File: src/core/plc_ctrl_map.svh
// Functional notes
// - Remote requests only with selector in remote
// - Refuse stop-pause, run/pause-debug, debug-run/pause
// - Honour listed remote transitions
// - Link requests ignored when comms control off
// - Cold restart clears all, loads initials
// - Changed program forces cold first run
// - Reset uses configured mode; overall reset cold
// - Warm keeps retained, initialises others
// - Download or error stop forces cold
// - Invalid retained data forces cold
// - Per-class initialisation by restart mode
// - Self-diagnosis at power-on and run halts
// - Error sets summary flags, blinks stop lamp
// - Pause holds outputs at present state
// - Debug runs only as conditions permit
// - Remote reset after error resets CPU
// - Forces act only with global enable
// - Forced inputs replace input image
// - Forced outputs drive pins, image untouched
// - Force settings survive modes and resets
// - Download, backup loss, flash restart clear forces
// - Force space exceeds installed I/O
// - Stop clears output image and refreshes
// - Debug entered only from stop
// - Selector gives local run/stop; remote from stop stops, from run pauses
`ifndef PLC_CTRL_MAP_SVH
`define PLC_CTRL_MAP_SVH

// Number of force-capable points, beyond the installed I/O.
`define FORCE_POINTS 64
// Number of physically installed I/O points.
`define LOCAL_POINTS 32
// Stop lamp blink half period in milliseconds.
`define BLINK_HALF_MS 250
// Cycles per millisecond at 100 MHz.
`define CYC_PER_MS 100000
// Blink half period in cycles.
`define BLINK_CYC (`BLINK_HALF_MS * `CYC_PER_MS)
// Variable class codes as seen on the init port.
`define VCLASS_DEFAULT 2'h0
`define VCLASS_RETAIN 2'h1
`define VCLASS_INIT 2'h2
`define VCLASS_RET_INIT 2'h3

`endif

File: src/core/plc_ctrl_pkg.sv
package plc_ctrl_pkg;
    // Operation modes of the CPU.
    typedef enum logic [1:0] {
        MODE_STOP = 2'h0,
        MODE_RUN = 2'h1,
        MODE_PAUSE = 2'h2,
        MODE_DEBUG = 2'h3
    } op_mode_t;
    // Mode selector positions.
    typedef enum logic [1:0] {
        SEL_STOP = 2'h0,
        SEL_RUN = 2'h1,
        SEL_REMOTE = 2'h2
    } sel_pos_t;
    // Source of a remote mode request.
    typedef enum logic [0:0] {
        SRC_TOOL = 1'h0,
        SRC_LINK = 1'h1
    } req_src_t;
    // Initialisation action for a variable.
    typedef enum logic [1:0] {
        INIT_ZERO = 2'h0,
        INIT_KEEP = 2'h1,
        INIT_USER = 2'h2
    } init_act_t;
endpackage

File: src/core/plc_force_unit.sv
`timescale 1ns/10ps
`default_nettype none
`include "plc_ctrl_map.svh"

// Force store and image substitution for inputs and outputs.
module plc_force_unit #(
    parameter int N = `FORCE_POINTS
) (
    // Clock and reset.
    input wire logic clk,
    input wire logic nrst,
    // Force settings from the tool.
    input wire logic force_en,
    input wire logic set_wr,
    input wire logic set_out,
    input wire logic [$clog2(N)-1:0] set_idx,
    input wire logic set_mask,
    input wire logic set_val,
    input wire logic clear_all,
    // Refresh data.
    input wire logic [N-1:0] in_raw,
    input wire logic [N-1:0] out_image,
    output logic [N-1:0] in_forced,
    output logic [N-1:0] out_forced
);
    // Storage is kept in flip-flops indexed by point number.
    logic [N-1:0] in_mask_q;
    logic [N-1:0] in_val_q;
    logic [N-1:0] out_mask_q;
    logic [N-1:0] out_val_q;

    // Settings are accepted for any index, present module or not.
    // Only the clear event wipes them; mode and reset leave them.
    always_ff @(posedge clk) begin
        if (clear_all) begin
            in_mask_q <= '0;
            in_val_q <= '0;
            out_mask_q <= '0;
            out_val_q <= '0;
        end else if (set_wr) begin
            if (set_out) begin
                out_mask_q[set_idx] <= set_mask;
                out_val_q[set_idx] <= set_val;
            end else begin
                in_mask_q[set_idx] <= set_mask;
                in_val_q[set_idx] <= set_val;
            end
        end
    end

    // Substitution is combinational; the top registers the results.
    always_comb begin
        if (force_en) begin
            in_forced = (in_raw & ~in_mask_q) | (in_val_q & in_mask_q);
            out_forced = (out_image & ~out_mask_q) | (out_val_q & out_mask_q);
        end else begin
            in_forced = in_raw;
            out_forced = out_image;
        end
    end
endmodule
`default_nettype wire

File: src/core/plc_mode_ctrl.sv
`timescale 1ns/10ps
`default_nettype none
`include "plc_ctrl_map.svh"

// Operation mode arbiter, restart selection, diagnosis and forcing.
module plc_mode_ctrl #(
    parameter int N = `FORCE_POINTS,
    parameter int BLINK_CYC = `BLINK_CYC
) (
    // Clock and reset.
    input wire logic clk,
    input wire logic nrst,
    // Mode selector and configuration.
    input wire plc_ctrl_pkg::sel_pos_t selector,
    input wire logic comm_ctrl_en,
    input wire logic cfg_warm,
    // Remote mode request.
    input wire logic req_valid,
    input wire plc_ctrl_pkg::req_src_t req_src,
    input wire plc_ctrl_pkg::op_mode_t req_mode,
    input wire logic req_reset,
    input wire logic req_overall,
    // Program and memory events.
    input wire logic prog_changed,
    input wire logic download,
    input wire logic backup_lost,
    input wire logic flash_restart,
    input wire logic retain_invalid,
    input wire logic debug_permit,
    // Diagnosis inputs.
    input wire logic diag_fatal,
    input wire logic diag_warn,
    // Variable initialisation query.
    input wire logic [1:0] var_class,
    // Force settings.
    input wire logic force_en,
    input wire logic set_wr,
    input wire logic set_out,
    input wire logic [$clog2(N)-1:0] set_idx,
    input wire logic set_mask,
    input wire logic set_val,
    // I/O refresh.
    input wire logic refresh,
    input wire logic [N-1:0] in_raw,
    input wire logic [N-1:0] out_image,
    output logic [N-1:0] in_image_q,
    output logic [N-1:0] out_pins_q,
    // Status.
    output plc_ctrl_pkg::op_mode_t mode_q,
    output logic req_ack_q,
    output logic req_nak_q,
    output logic cold_q,
    output plc_ctrl_pkg::init_act_t init_act_q,
    output logic init_pulse_q,
    output logic prog_exec_q,
    output logic out_clear_q,
    output logic summary_system_error_flag,
    output logic summary_system_warning_flag,
    output logic stop_lamp_q
);
    import plc_ctrl_pkg::*;

    // Internal state.
    sel_pos_t sel_prev_q;
    logic dl_err_stop_q;
    logic err_q;
    logic warn_q;
    logic [31:0] blink_cnt_q;
    logic blink_q;
    logic ok;
    logic cold_w;
    init_act_t act_w;
    logic [N-1:0] in_forced;
    logic [N-1:0] out_forced;
    op_mode_t next_mode;
    logic remote_ok;

    // True when a remote transition is allowed by the table.
    function automatic logic trans_ok(op_mode_t cur, op_mode_t nxt);
        logic r;
        r = 1'b0;
        case (cur)
            MODE_STOP: r = (nxt == MODE_RUN) || (nxt == MODE_DEBUG);
            MODE_RUN: r = (nxt == MODE_PAUSE) || (nxt == MODE_STOP);
            MODE_PAUSE: r = (nxt == MODE_RUN) || (nxt == MODE_STOP);
            MODE_DEBUG: r = (nxt == MODE_STOP);
            default: r = 1'b0;
        endcase
        return r;
    endfunction

    // Remote request gate: remote position and link permission.
    always_comb begin
        remote_ok = (selector == SEL_REMOTE)
            && (req_src == SRC_TOOL || comm_ctrl_en);
        ok = req_valid && remote_ok && !err_q
            && trans_ok(mode_q, req_mode);
    end

    // Next mode from the selector, or from an accepted request.
    always_comb begin
        next_mode = mode_q;
        if (selector == SEL_RUN) begin
            next_mode = MODE_RUN;
        end else if (selector == SEL_STOP) begin
            next_mode = MODE_STOP;
        end else if (sel_prev_q == SEL_STOP) begin
            next_mode = MODE_STOP;
        end else if (sel_prev_q == SEL_RUN) begin
            next_mode = MODE_PAUSE;
        end else if (ok) begin
            next_mode = req_mode;
        end
        if (err_q) begin
            next_mode = MODE_STOP;
        end
    end

    // Mode register; reset from remote request acts like local.
    always_ff @(posedge clk) begin
        if (!nrst || (req_reset && req_valid && remote_ok)) begin
            mode_q <= MODE_STOP;
            sel_prev_q <= SEL_STOP;
        end else begin
            mode_q <= next_mode;
            sel_prev_q <= selector;
        end
    end

    // Accept and refuse reporting, one cycle pulses.
    always_ff @(posedge clk) begin
        if (!nrst) begin
            req_ack_q <= 1'b0;
            req_nak_q <= 1'b0;
        end else begin
            req_ack_q <= ok || (req_valid && req_reset && remote_ok);
            req_nak_q <= req_valid && !ok
                && !(req_reset && remote_ok);
        end
    end

    // Remembers a stop caused by download or error.
    // Only an ordinary stop clears it, so cold_q stands for the whole run.
    always_ff @(posedge clk) begin
        if (!nrst) begin
            dl_err_stop_q <= 1'b0;
        end else if (download || err_q) begin
            dl_err_stop_q <= 1'b1;
        end else if (next_mode == MODE_STOP && mode_q != MODE_STOP) begin
            dl_err_stop_q <= 1'b0;
        end
    end

    plc_restart_sel u_rs (
        .cfg_warm(cfg_warm),
        .prog_changed(prog_changed),
        .stop_by_dl_err(dl_err_stop_q),
        .retain_invalid(retain_invalid),
        .overall_reset(req_overall),
        .var_class(var_class),
        .cold(cold_w),
        .act(act_w)
    );

    // Initialisation fires on entering run or debug from stop.
    always_ff @(posedge clk) begin
        if (!nrst) begin
            init_pulse_q <= 1'b0;
            cold_q <= 1'b1;
            init_act_q <= INIT_ZERO;
        end else begin
            init_pulse_q <= (mode_q == MODE_STOP)
                && (next_mode == MODE_RUN || next_mode == MODE_DEBUG);
            cold_q <= cold_w;
            init_act_q <= act_w;
        end
    end

    // Program runs in run, in debug only when permitted.
    always_ff @(posedge clk) begin
        if (!nrst) begin
            prog_exec_q <= 1'b0;
        end else begin
            prog_exec_q <= (next_mode == MODE_RUN)
                || (next_mode == MODE_DEBUG && debug_permit);
        end
    end

    // Diagnosis: fatal latches error, warning latches warning flag.
    // Fatal checked in stop and in run; warning checked in every mode.
    always_ff @(posedge clk) begin
        if (!nrst) begin
            err_q <= 1'b0;
            warn_q <= 1'b0;
        end else begin
            if (diag_fatal && (mode_q == MODE_RUN || mode_q == MODE_STOP))
                err_q <= 1'b1;
            else if (req_valid && req_reset && remote_ok)
                err_q <= 1'b0;
            if (diag_warn)
                warn_q <= 1'b1;
            else if (req_valid && req_reset && remote_ok)
                warn_q <= 1'b0;
        end
    end

    // Stop lamp blink divider; blink_q flips its level each half period.
    always_ff @(posedge clk) begin
        if (!nrst || !err_q) begin
            blink_cnt_q <= '0;
            blink_q <= 1'b0;
        end else if (blink_cnt_q == 32'(BLINK_CYC - 1)) begin
            blink_cnt_q <= '0;
            blink_q <= !blink_q;
        end else begin
            blink_cnt_q <= blink_cnt_q + 32'h1;
        end
    end

    // Flags and lamp; lamp is steady in stop, blinks on error.
    always_ff @(posedge clk) begin
        if (!nrst) begin
            summary_system_error_flag <= 1'b0;
            summary_system_warning_flag <= 1'b0;
            stop_lamp_q <= 1'b0;
        end else begin
            summary_system_error_flag <= err_q;
            summary_system_warning_flag <= warn_q;
            stop_lamp_q <= err_q ? blink_q : (mode_q == MODE_STOP);
        end
    end

    plc_force_unit #(.N(N)) u_force (
        .clk(clk),
        .nrst(nrst),
        .force_en(force_en),
        .set_wr(set_wr),
        .set_out(set_out),
        .set_idx(set_idx),
        .set_mask(set_mask),
        .set_val(set_val),
        .clear_all(download || backup_lost || flash_restart),
        .in_raw(in_raw),
        .out_image(out_image),
        .in_forced(in_forced),
        .out_forced(out_forced)
    );

    // Refresh: stop entry clears outputs; pause holds them.
    always_ff @(posedge clk) begin
        if (!nrst) begin
            in_image_q <= '0;
            out_pins_q <= '0;
            out_clear_q <= 1'b0;
        end else begin
            out_clear_q <= (next_mode == MODE_STOP && mode_q != MODE_STOP);
            if (next_mode == MODE_STOP && mode_q != MODE_STOP) begin
                out_pins_q <= '0;
            end else if (refresh && mode_q != MODE_PAUSE) begin
                out_pins_q <= out_forced;
            end
            if (refresh) begin
                in_image_q <= in_forced;
            end
        end
    end
endmodule
`default_nettype wire

File: src/core/plc_restart_sel.sv
`timescale 1ns/10ps
`default_nettype none
`include "plc_ctrl_map.svh"

// Chooses cold or warm restart and the per-class init action.
module plc_restart_sel (
    // Restart causes.
    input wire logic cfg_warm,
    input wire logic prog_changed,
    input wire logic stop_by_dl_err,
    input wire logic retain_invalid,
    input wire logic overall_reset,
    // Variable class being initialised.
    input wire logic [1:0] var_class,
    output logic cold,
    output plc_ctrl_pkg::init_act_t act
);
    import plc_ctrl_pkg::*;

    // Any override cause turns a configured warm start into cold.
    always_comb begin
        cold = !cfg_warm || prog_changed
            || stop_by_dl_err
            || retain_invalid
            || overall_reset;
    end

    // Cold: zero or user value; warm also keeps retained ones.
    always_comb begin
        case (var_class)
            `VCLASS_DEFAULT: act = INIT_ZERO;
            `VCLASS_RETAIN: act = cold ? INIT_ZERO : INIT_KEEP;
            `VCLASS_INIT: act = INIT_USER;
            `VCLASS_RET_INIT: act = cold ? INIT_USER : INIT_KEEP;
            default: act = INIT_ZERO;
        endcase
    end
endmodule
`default_nettype wire

File: config.mk
export PLATFORM = sky130hd
export DESIGN_NAME = plc_mode_ctrl
export DESIGN_NICKNAME = d
export VERILOG_FILES = /design/src/core/plc_ctrl_pkg.sv /design/src/core/plc_force_unit.sv /design/src/core/plc_mode_ctrl.sv /design/src/core/plc_restart_sel.sv
export VERILOG_INCLUDE_DIRS = /design/src /design/src/core
export SDC_FILE = /design/constraint.sdc
export NUM_CORES = 1
export LEC_CHECK = 0
export BUFFER_PORTS_ARGS = -buffer_cell sky130_fd_sc_hd__buf_4
export CAP_MARGIN = 20
export CORE_MARGIN = 10
export CORE_UTILIZATION = 27
export CTS_CLUSTER_SIZE = 40
export DETAILED_ROUTE_END_ITERATION = 10
export GPL_TIMING_DRIVEN = 1
export RECOVER_POWER = 100
export SLEW_MARGIN = 25
export SYNTH_ARGS = -nofsm -noshare
export SYNTH_HDL_FRONTEND = slang
export SYNTH_SLANG_ARGS = --single-unit
File: constraint.sdc
create_clock -name clk -period 2.2 [get_ports clk]
set_input_delay 0.11 -clock clk [delete_from_list [all_inputs] [get_ports clk]]
set_output_delay 0.11 -clock clk [all_outputs]
set_load 0.005 [all_outputs]
Word-level counts from Yosys, hierarchy flattened
Index checks and enable logic that the tools add are counted.
- input bits: 162
- output and inout bits: 141
- bits in registers: 435
- logic and storage cells: 129
- muxes and demuxes: 24
- add/subtract/negate cells: 1
- $lt $le $gt $ge: 2
- reduce and logical (&&, ||, !) cells: 52
- bitwise operators: 11
- equal/unequal tests: 16
- operator list (kind ; number):
    $and A64 B64 Y64 ; 4
    $bwmux W64 ; 4
    $mux W64 ; 2
    $not A64 Y64 ; 2
    $or A64 B64 Y64 ; 2
    $add A32 B1 Y32 const B ; 1
    $eq A32 B25 Y1 const B ; 1
    $logic_or A1 B1 Y1 ; 17
    $eq A2 B2 Y1 const B ; 8
    $logic_and A1 B1 Y1 ; 15
    $mux W2 ; 7
    $eq A2 B1 Y1 const B ; 6
    $logic_not A2 Y1 ; 6
    $mux W1 ; 8
    $pmux W2 S4 ; 1
    $reduce_bool A2 Y1 ; 4
    $lt A6 B7 Y1 const B ; 1
    $demux W1 S6 ; 1
    $ge A6 B1 Y1 const B ; 1
    $logic_not A1 Y1 ; 6
    $pmux W1 S4 ; 1
    $reduce_and A2 Y1 ; 2
    $reduce_or A2 Y1 ; 2
    $not A1 Y1 ; 3
    $ne A2 B2 Y1 const B ; 1

Depth between registers and ports, before layout
Gate-level depths: netlist of the first run.
- word-level depth: 16
- gate-level depth with buffers: 8

Cells and area by module
Synthesis of the first run repeated with hierarchy kept, for this count alone.
- cells, all modules: 2058
- area total of the unflattened synthesis: 19769.0 µm²
- modules (own cells, without submodules) (module ; seq. area each (µm²) ; area each (µm²) ; cells each ; times used):
    plc_force_unit ; 5124.9 ; 12650.9 ; 1299 ; 1
    plc_mode_ctrl ; 3583.4 ; 7073.0 ; 754 ; 1
    plc_restart_sel ; 0.0 ; 45.0 ; 5 ; 1

Least setup slack after synthesis of the first run
No wires, ideal clock.
- kind: register -> register
- start point: reg err_q
- end point: reg out_pins_q[53]
- path slack: 0.306 ns
- clock period less this slack: 1.894 ns
- stages on the path, launching flop included: 8
- path buffers: 2
- arrival: 1.780 ns
- path through: dfxtp_1 buf_6 nor2b_4 nand4_2 mux2_4 o41ai_4 buf_6 nor2_2
- longest elaborated chain between the ends: 12
- RTL lines (element ; line ; text):
    start, declared ; plc_mode_ctrl.sv:66 ; logic err_q;
    start signal, assigned ; plc_mode_ctrl.sv:193 ; err_q <= 1'b0;
    start signal, assigned ; plc_mode_ctrl.sv:197 ; err_q <= 1'b1;
    start signal, assigned ; plc_mode_ctrl.sv:199 ; err_q <= 1'b0;
    $logic_not A1 Y1 ; plc_mode_ctrl.sv:96 ; ok = req_valid && remote_ok && !err_q
    $logic_and A1 B1 Y1 ; plc_mode_ctrl.sv:96 ;
    $logic_and A1 B1 Y1 ; plc_mode_ctrl.sv:97 ; && trans_ok(mode_q, req_mode);
    $mux W2 ; plc_mode_ctrl.sv:111 ; end else if (ok) begin
    $mux W2 ; plc_mode_ctrl.sv:109 ; end else if (sel_prev_q == SEL_RUN) begin
    $mux W2 ; plc_mode_ctrl.sv:107 ; end else if (sel_prev_q == SEL_STOP) begin
    $mux W2 ; plc_mode_ctrl.sv:105 ; end else if (selector == SEL_STOP) begin
    $mux W2 ; plc_mode_ctrl.sv:103 ; if (selector == SEL_RUN) begin
    $mux W2 (*) ; plc_mode_ctrl.sv:114 ; if (err_q) begin
    $logic_not A2 Y1 (*) ; plc_mode_ctrl.sv:257 ; if (next_mode == MODE_STOP && mode_q != MODE_STOP) begin
    $logic_and A1 B1 Y1 (*) ; plc_mode_ctrl.sv:257 ;
    $reduce_or A2 Y1 (no line) (*) ; -- ;
    end signal, assigned ; plc_mode_ctrl.sv:260 ; out_pins_q <= out_forced;
    end, declared ; plc_mode_ctrl.sv:47 ; output logic [N-1:0] out_pins_q,
Every way passes the cells marked *; elsewhere a longest branch is shown, timed or not.
A chain may end at the register's enable or synchronous reset.

Final worst setup path of the first run
- start point: in download
- end point: reg u_force.out_val_q[15]
- longest elaborated chain between the ends: 2
- RTL lines (element ; line ; text):
    start, declared ; plc_mode_ctrl.sv:25 ; input wire logic download,
    $logic_or A1 B1 Y1 (2 in series) ; plc_mode_ctrl.sv:242 ; .clear_all(download || backup_lost || flash_restart),
    end signal, assigned by index ; plc_force_unit.sv:43 ; out_val_q[set_idx] <= set_val;
    end, declared ; plc_force_unit.sv:30 ; logic [N-1:0] out_val_q;
No other way between the ends.

==> impl_metrics.yaml, run 1 <==
setup_path:
  crit_chain: "dlygate4sd3_1 -> clkbuf_1 -> or3_1 -> buf_4 -> nor2_1"
  r2r_end: "out_pins_q[47]$_SDFFE_PP0P_"
  worstPathBufferInverterCount: 3
  reg2reg_from: "mode_q[1]$_SDFF_PP0_"
  r2r_cells: 7
  reg2reg_slack_ns: 0.21
  cp-start-kind: "primary input"
  critPathKind: "in -> reg"
  cpMaxStageDelayCell: "or3_1"
  critPathMaxFanout: 48
  worstSetupEndpointType: "flip-flop"
  cp.depth: 5
  critPathRequiredTime_ns: 2.65
  arrival_ns: 2.50
  cp_top_family: "buffers and inverters"
  startpoint: "download"
  cp_slowest_stage_delay_ns: 0.91
yosys:
  synth_top_family_by_area: "simple AND/OR/NAND/NOR gates"
  synth_seq_area_share: 0.4720
  synth_compound_area_frac: 0.1415
  synth_nets: 2500
  synth-main-ff-cell: "dfxtp_1"
  synthAdderAreaFrac: 0.0006782
  synth_common_cells: "nand2_1 (463), dfxtp_1 (435), nor2_1 (297), a21oi_1 (274), nand3_1 (261)"
  synth_area_um2: 18450
  syn_area_per_cell_um2: 7.895
  synth_warnings: 0
  synth_mux_area_frac: 0.06754
  synth_top_area_share: 0.4720
  synth_seq_cells: 435
  postSynthCellCount: 2337
  postSynth.asyncResetShare: 0
  synth_edf_count: 0
  yosys.area_share.xor_xnor: 0.01139
  synth.area.top_cells: "dfxtp_1 (47%), nand2_1 (9.4%), a21oi_1 (7.4%)"
  synth_most_common_cell: "nand2_1"
  synthSimpleGateAreaFrac: 0.2633
  ys_types: 59
  yosysTopAreaCell: "dfxtp_1"
drt:
  vias: 17416
  detail-route-antenna-nets: 0
  drtIter0Drc: 1146
  first_pass_iters: 5
  routed_via_density: 4.777
  drc: 0
  wire_per_inst_um: 17.17
  wl_um: 62600
sta:
  period_share: 0.9312
  setup_viol: 0
  holdWs_ns: 0.03395
  fin_tns_setup_ns: 0
  fmax_mhz: 488.1
  slew_headroom: 0.005924
  rsz0062_at_grt: "false"
  worst_pin_slew_ns: 1.491
  fin_crit_ns: 2.049
  skew_ns: 0.02290
  finalMaxSlewViolations: 0
  hold_viol: 0
finish:
  area_growth_pct: 34.11
  multi_input_area_um2: 8957
  nets: 2896
  ff_latch_area_um2: 8708
  fin_util: 0.3665
  drive_gt1_frac: 0.1469
  fillerInstances: 7000
cts:
  cts_max_level: 2
  clk_path_buf_depth: 3
  cts_tree: "done"
  clk_pin_slew_ns: 0.06
  cts_inserted_buffers: 51
  root_buffer: "clkbuf_16"
  clock-sinks: 435
  clkLatencyLatePin_ns: 0.59
floorplanning:
  rows: 95
  die_y_um: 281.4
  fp.dieArea_um2: 79190
  die_w_um: 281.4
  start_util: 0.2733
  core_region_area_um2: 67510
  io_pins: 303
hold_path:
  hold_path_class: "in -> reg"
  hold_start: "set_mask"
  hold_path_end: "u_force.in_mask_q[7]$_SDFFE_PP0P_"
  hold_depth: 4
global_route:
  grt_max_degree: 105
  grt_pass1_wl_um: 97150
  antenna_found_initial: 5
  track_usage: 0.1534
  grt_pass1_vias: 16932
  grt_overflow: 0
power:
  total_leakage_power_uw: 0.009486
  cellPowerDensity_nw_per_um2: 752.1
  ir_drop_v: 0.0004967
placement:
  globalplace.congestion: 0.7996
  hpwl_um: 41970
  io_buffers: 302
run:
  maxCapViolations: 1
run_status:
  failed_checks: "max-capacitance violations"
  run_status: "complete, but fails checks"
==> placed cells by master, fill, tap and decap left out, drive strengths merged, types with 6 or more instances in the layout <==
cell type / netlist / layout
a21oi: 275 / 275
and2: 6 / 6
and3: 10 / 10
and4: 7 / 7
buf: 40 / 221
clkbuf: 146 / 227
clkinv: 0 / 8
dfxtp: 435 / 435
dlygate4sd3: 0 / 155
inv: 6 / 8
mux2i: 123 / 123
nand2: 463 / 463
nand3: 261 / 261
nand3b: 6 / 6
nand4: 11 / 11
nor2: 308 / 308
nor4: 7 / 7
o211a: 64 / 64
o21ai: 89 / 89
or3: 7 / 7
xor2: 19 / 19
==> metal layers <==
layer  up-vias  wire (um)  GRT usage
li1       8749          -          -
met5         -         46          0
met1      8130      29000     0.2035
met2       445      28010     0.2468
met4         6       1405    0.03990
met3        86       4133    0.03579
==> worst reg2reg max path, cell delays in order (launching register included) <==
cell and delay, ns:
dfxtp_1 0.47, nand2_1 0.16, o2111ai_1 0.10, o32ai_1 0.17, o41ai_4 0.43, buf_12 0.20, clkbuf_1 0.25, nor2_1 0.08
==> stage by stage <==
| stage | cell area [um^2] | total power (uW) | worst slack (ns) | cells |
|---|---|---|---|---|
| after global placement | 21810 | 9915 | 0.2425 | 3398 |
| after CTS | 25100 | 18980 | 0.1798 | 3643 |
| after floorplan | 18450 | 9028 | 0.3055 | 2337 |
| after global routing | 24740 | 19360 | 0.05000 | 3644 |
| final | 24740 | 18610 | 0.1514 | 3646 |
| after detailed placement | 21810 | 9922 | 0.2428 | 3398 |
==> cell type report <==
class / count / area share
Antenna cell: 3 / 0.0003034
Inverter: 6 / 0.0009102
Multi-Input combinational cell: 1710 / 0.3620
Timing Repair Buffer: 529 / 0.1708
Sequential cell: 435 / 0.3519
Tap cell: 873 / 0.04414
Clock buffer: 74 / 0.06038
Clock inverter: 16 / 0.009557
==> power breakdown <==
group / leakage [uW] / internal (uW) / switching (uW) / total (uW)
combinational: 0.00510 / 784 / 937 / 1720
clock: 0.000849 / 5290 / 3450 / 8740
sequential: 0.00353 / 8050 / 95.9 / 8150
==> repair_timing <==
action	in CTS	in global routing
endpoints found under the setup margin	0	1
resized for setup	0	1
buffers inserted	0	0
endpoints found under the hold margin	145	0
hold buffers	155	0
==> state kept, by name, indices dropped and copies added, names as in the netlist, 2 cells and up <==
name and count:
sel_prev_q 2, u_force.out_val_q 64, u_force.out_mask_q 64, init_act_q 2, out_pins_q 64, u_force.in_mask_q 64, blink_cnt_q 32, mode_q 2
in_image_q 64, u_force.in_val_q 64
==> kinds of logic after synthesis <==
kind of cell               count (synthesis)
AOI/OAI and AO/OA                        443
and+or+nand+nor                         1118
buffers and inverters                    192
muxes                                    124
DFF                                      435
xor gates and xnor gates                  24
adders and majority gates                  1
==> how the worst max path moves through the flow <==
| stage | endpoint | slack (ns) |
|---|---|---|
| 2_1_floorplan | out_pins_q[53]$_SDFFE_PP0P_ | 0.31 |
| 3_3_place_gp | blink_cnt_q[30]$_SDFF_PP0_ | 0.24 |
| 3_5_place_dp | blink_cnt_q[30]$_SDFF_PP0_ | 0.24 |
| 4_1_cts | cold_q$_SDFF_PN1_ | 0.18 |
| 5_1_grt | blink_cnt_q[27]$_SDFF_PP0_ | 0.05 |
| 6_report | u_force.out_val_q[15]$_SDFFE_PP0P_ | 0.15 |
No activity file was read; power rests on OpenSTA's default activity.
==> run 2: changes to the inputs <==
Clock period 2.2 ns to 1.9 ns, I/O delays scaled along.
==> impl_metrics.yaml, run 2 (synthesized netlist as in run 1, its figures left out) <==
setup_path:
  critPathMaxFanout: 6
  critPathKind: "reg -> reg"
  crit_chain: "nor2b_4 -> nand4_4 -> mux2_4 -> o41ai_4 -> buf_6 -> buf_12 -> clkbuf_16 -> nor2_2"
  critPathRequiredTime_ns: 2.38
  worstSetupEndpointType: "flip-flop"
  r2r_cells: 8
  cp-start-kind: "flip-flop"
  arrival_ns: 2.39
  cp_slowest_stage_delay_ns: 0.36
  cpMaxStageDelayCell: "dfxtp_2"
floorplanning:
  die_y_um: 281.4
  core_region_area_um2: 67510
  start_util: 0.2733
  io_pins: 303
  die_w_um: 281.4
  rows: 95
  fp.dieArea_um2: 79190
run:
  maxCapViolations: 0
finish:
  fin_util: 0.3739
  layout.cells.non_filler: 3682
  design_area_um2: 25240
  mostFrequentLayoutCells: "nand2_1 (463), dfxtp_1 (427), nor2_1 (294)"
  multi_input_area_um2: 8994
  area_growth_pct: 36.82
  final_common_cell: "nand2_1"
  drive_gt1_frac: 0.1663
  nets: 2926
  fillerInstances: 6959
  ff_latch_area_um2: 8718
sta:
  rsz0062_at_grt: "true"
  holdWs_ns: 0.08416
  period_share: 1.006
  fmax_mhz: 523.4
  fin_crit_ns: 1.910
  skew_ns: 0.009579
  layout_setup_ws_ns: -0.01046
  slew_headroom: 0.3722
  finalMaxSlewViolations: 0
  worst_pin_slew_ns: 0.9418
  setup_viol: 13
  hold_viol: 0
drt:
  wire_per_inst_um: 17.25
  first_pass_iters: 5
  detail-route-antenna-nets: 0
  drc: 0
  drtIter0Drc: 1154
  routed_via_density: 4.761
  vias: 17531
  wl_um: 63500
placement:
  placed_area_um2: 22030
  hpwl_um: 41800
  dp.cells: 3415
  io_buffers: 302
  globalplace.congestion: 0.7883
cts:
  cts_inserted_buffers: 51
  clkLatencyLatePin_ns: 0.60
  clk_path_buf_depth: 3
  root_buffer: "clkbuf_16"
  cts_max_level: 2
  cts_tree: "done"
  clock-sinks: 435
  clk_pin_slew_ns: 0.06
power:
  cellPowerDensity_nw_per_um2: 859.7
  total_leakage_power_uw: 0.009741
  ir_drop_v: 0.0005789
global_route:
  grt_max_degree: 80
  grt_overflow: 0
  grt_pass1_vias: 17005
  track_usage: 0.1518
  grt_pass1_wl_um: 95990
  antenna_found_initial: 9
run_status:
  run_status: "complete, but fails checks"
  failed_checks: "negative setup slack"
hold_path:
  hold_path_class: "in -> reg"
  hold_depth: 5
run 2: metal layers:
layer	share of wire	vias up	GRT usage	wire, um
li1	-	8810	-	-
met1	0.46	8266	0.1954	28980
met2	0.46	375	0.2516	29350
met3	0.063	76	0.03455	3977
met4	0.018	4	0.04141	1160
met5	0.00050	-	0	32
run 2: where the power goes:
part	internal [uW]	total [uW]	switching, uW
Clock	6080	10200	4090
Sequential	9320	9430	108
Combinational	985	2100	1120
run 2: final cells by class:
type                    instances  area share
multi-input cells            1710      0.3563
repair buffers                559      0.1846
diodes                          6   0.0005948
well taps                     873     0.04327
clock inverters                26     0.01120
flip-flops and latches        435      0.3454
clock buffers                  67     0.05779
inverters                       6   0.0008921
run 2: timing repair:
action,in CTS,in global routing
hold buffers,163,0
setup buffers,0,4
setup endpoints to repair,0,65
hold endpoints to repair,162,0
gates resized for setup,0,14
run 2: worst max-delay path, delay by kind of cell (launching register included):
family,cells,cell delay [ns]
flip-flops,1,0.36
buffers and inverters,3,0.54
AND/OR/NAND/NOR,3,0.31
multiplexers,1,0.34
AO/OA/AOI/OAI,1,0.23
run 2: worst paths after layout:
path                                                        start                           endpoint  slack, ns
worst max-delay path                           err_q$_SDFFE_PN0P_        out_pins_q[58]$_SDFFE_PP0P_      -0.01
worst min-delay path                                   set_idx[3]  u_force.in_val_q[61]$_SDFFE_PP0P_       0.08
worst min register to register  u_force.in_val_q[26]$_SDFFE_PP0P_  u_force.in_val_q[26]$_SDFFE_PP0P_       0.46
worst max register to register                 err_q$_SDFFE_PN0P_        out_pins_q[58]$_SDFFE_PP0P_      -0.01
run 2: metrics by stage:
step / setup slack, ns / power, uW / TNS [ns]
after floorplan: 0.005534 / 10450 / 0
after global placement: 0.03230 / 11480 / 0
after detailed placement: 0.03639 / 11480 / 0
after CTS: 0.01592 / 22010 / 0
after global routing: -0.08161 / 22520 / -2.987
final: -0.01046 / 21700 / -0.05539
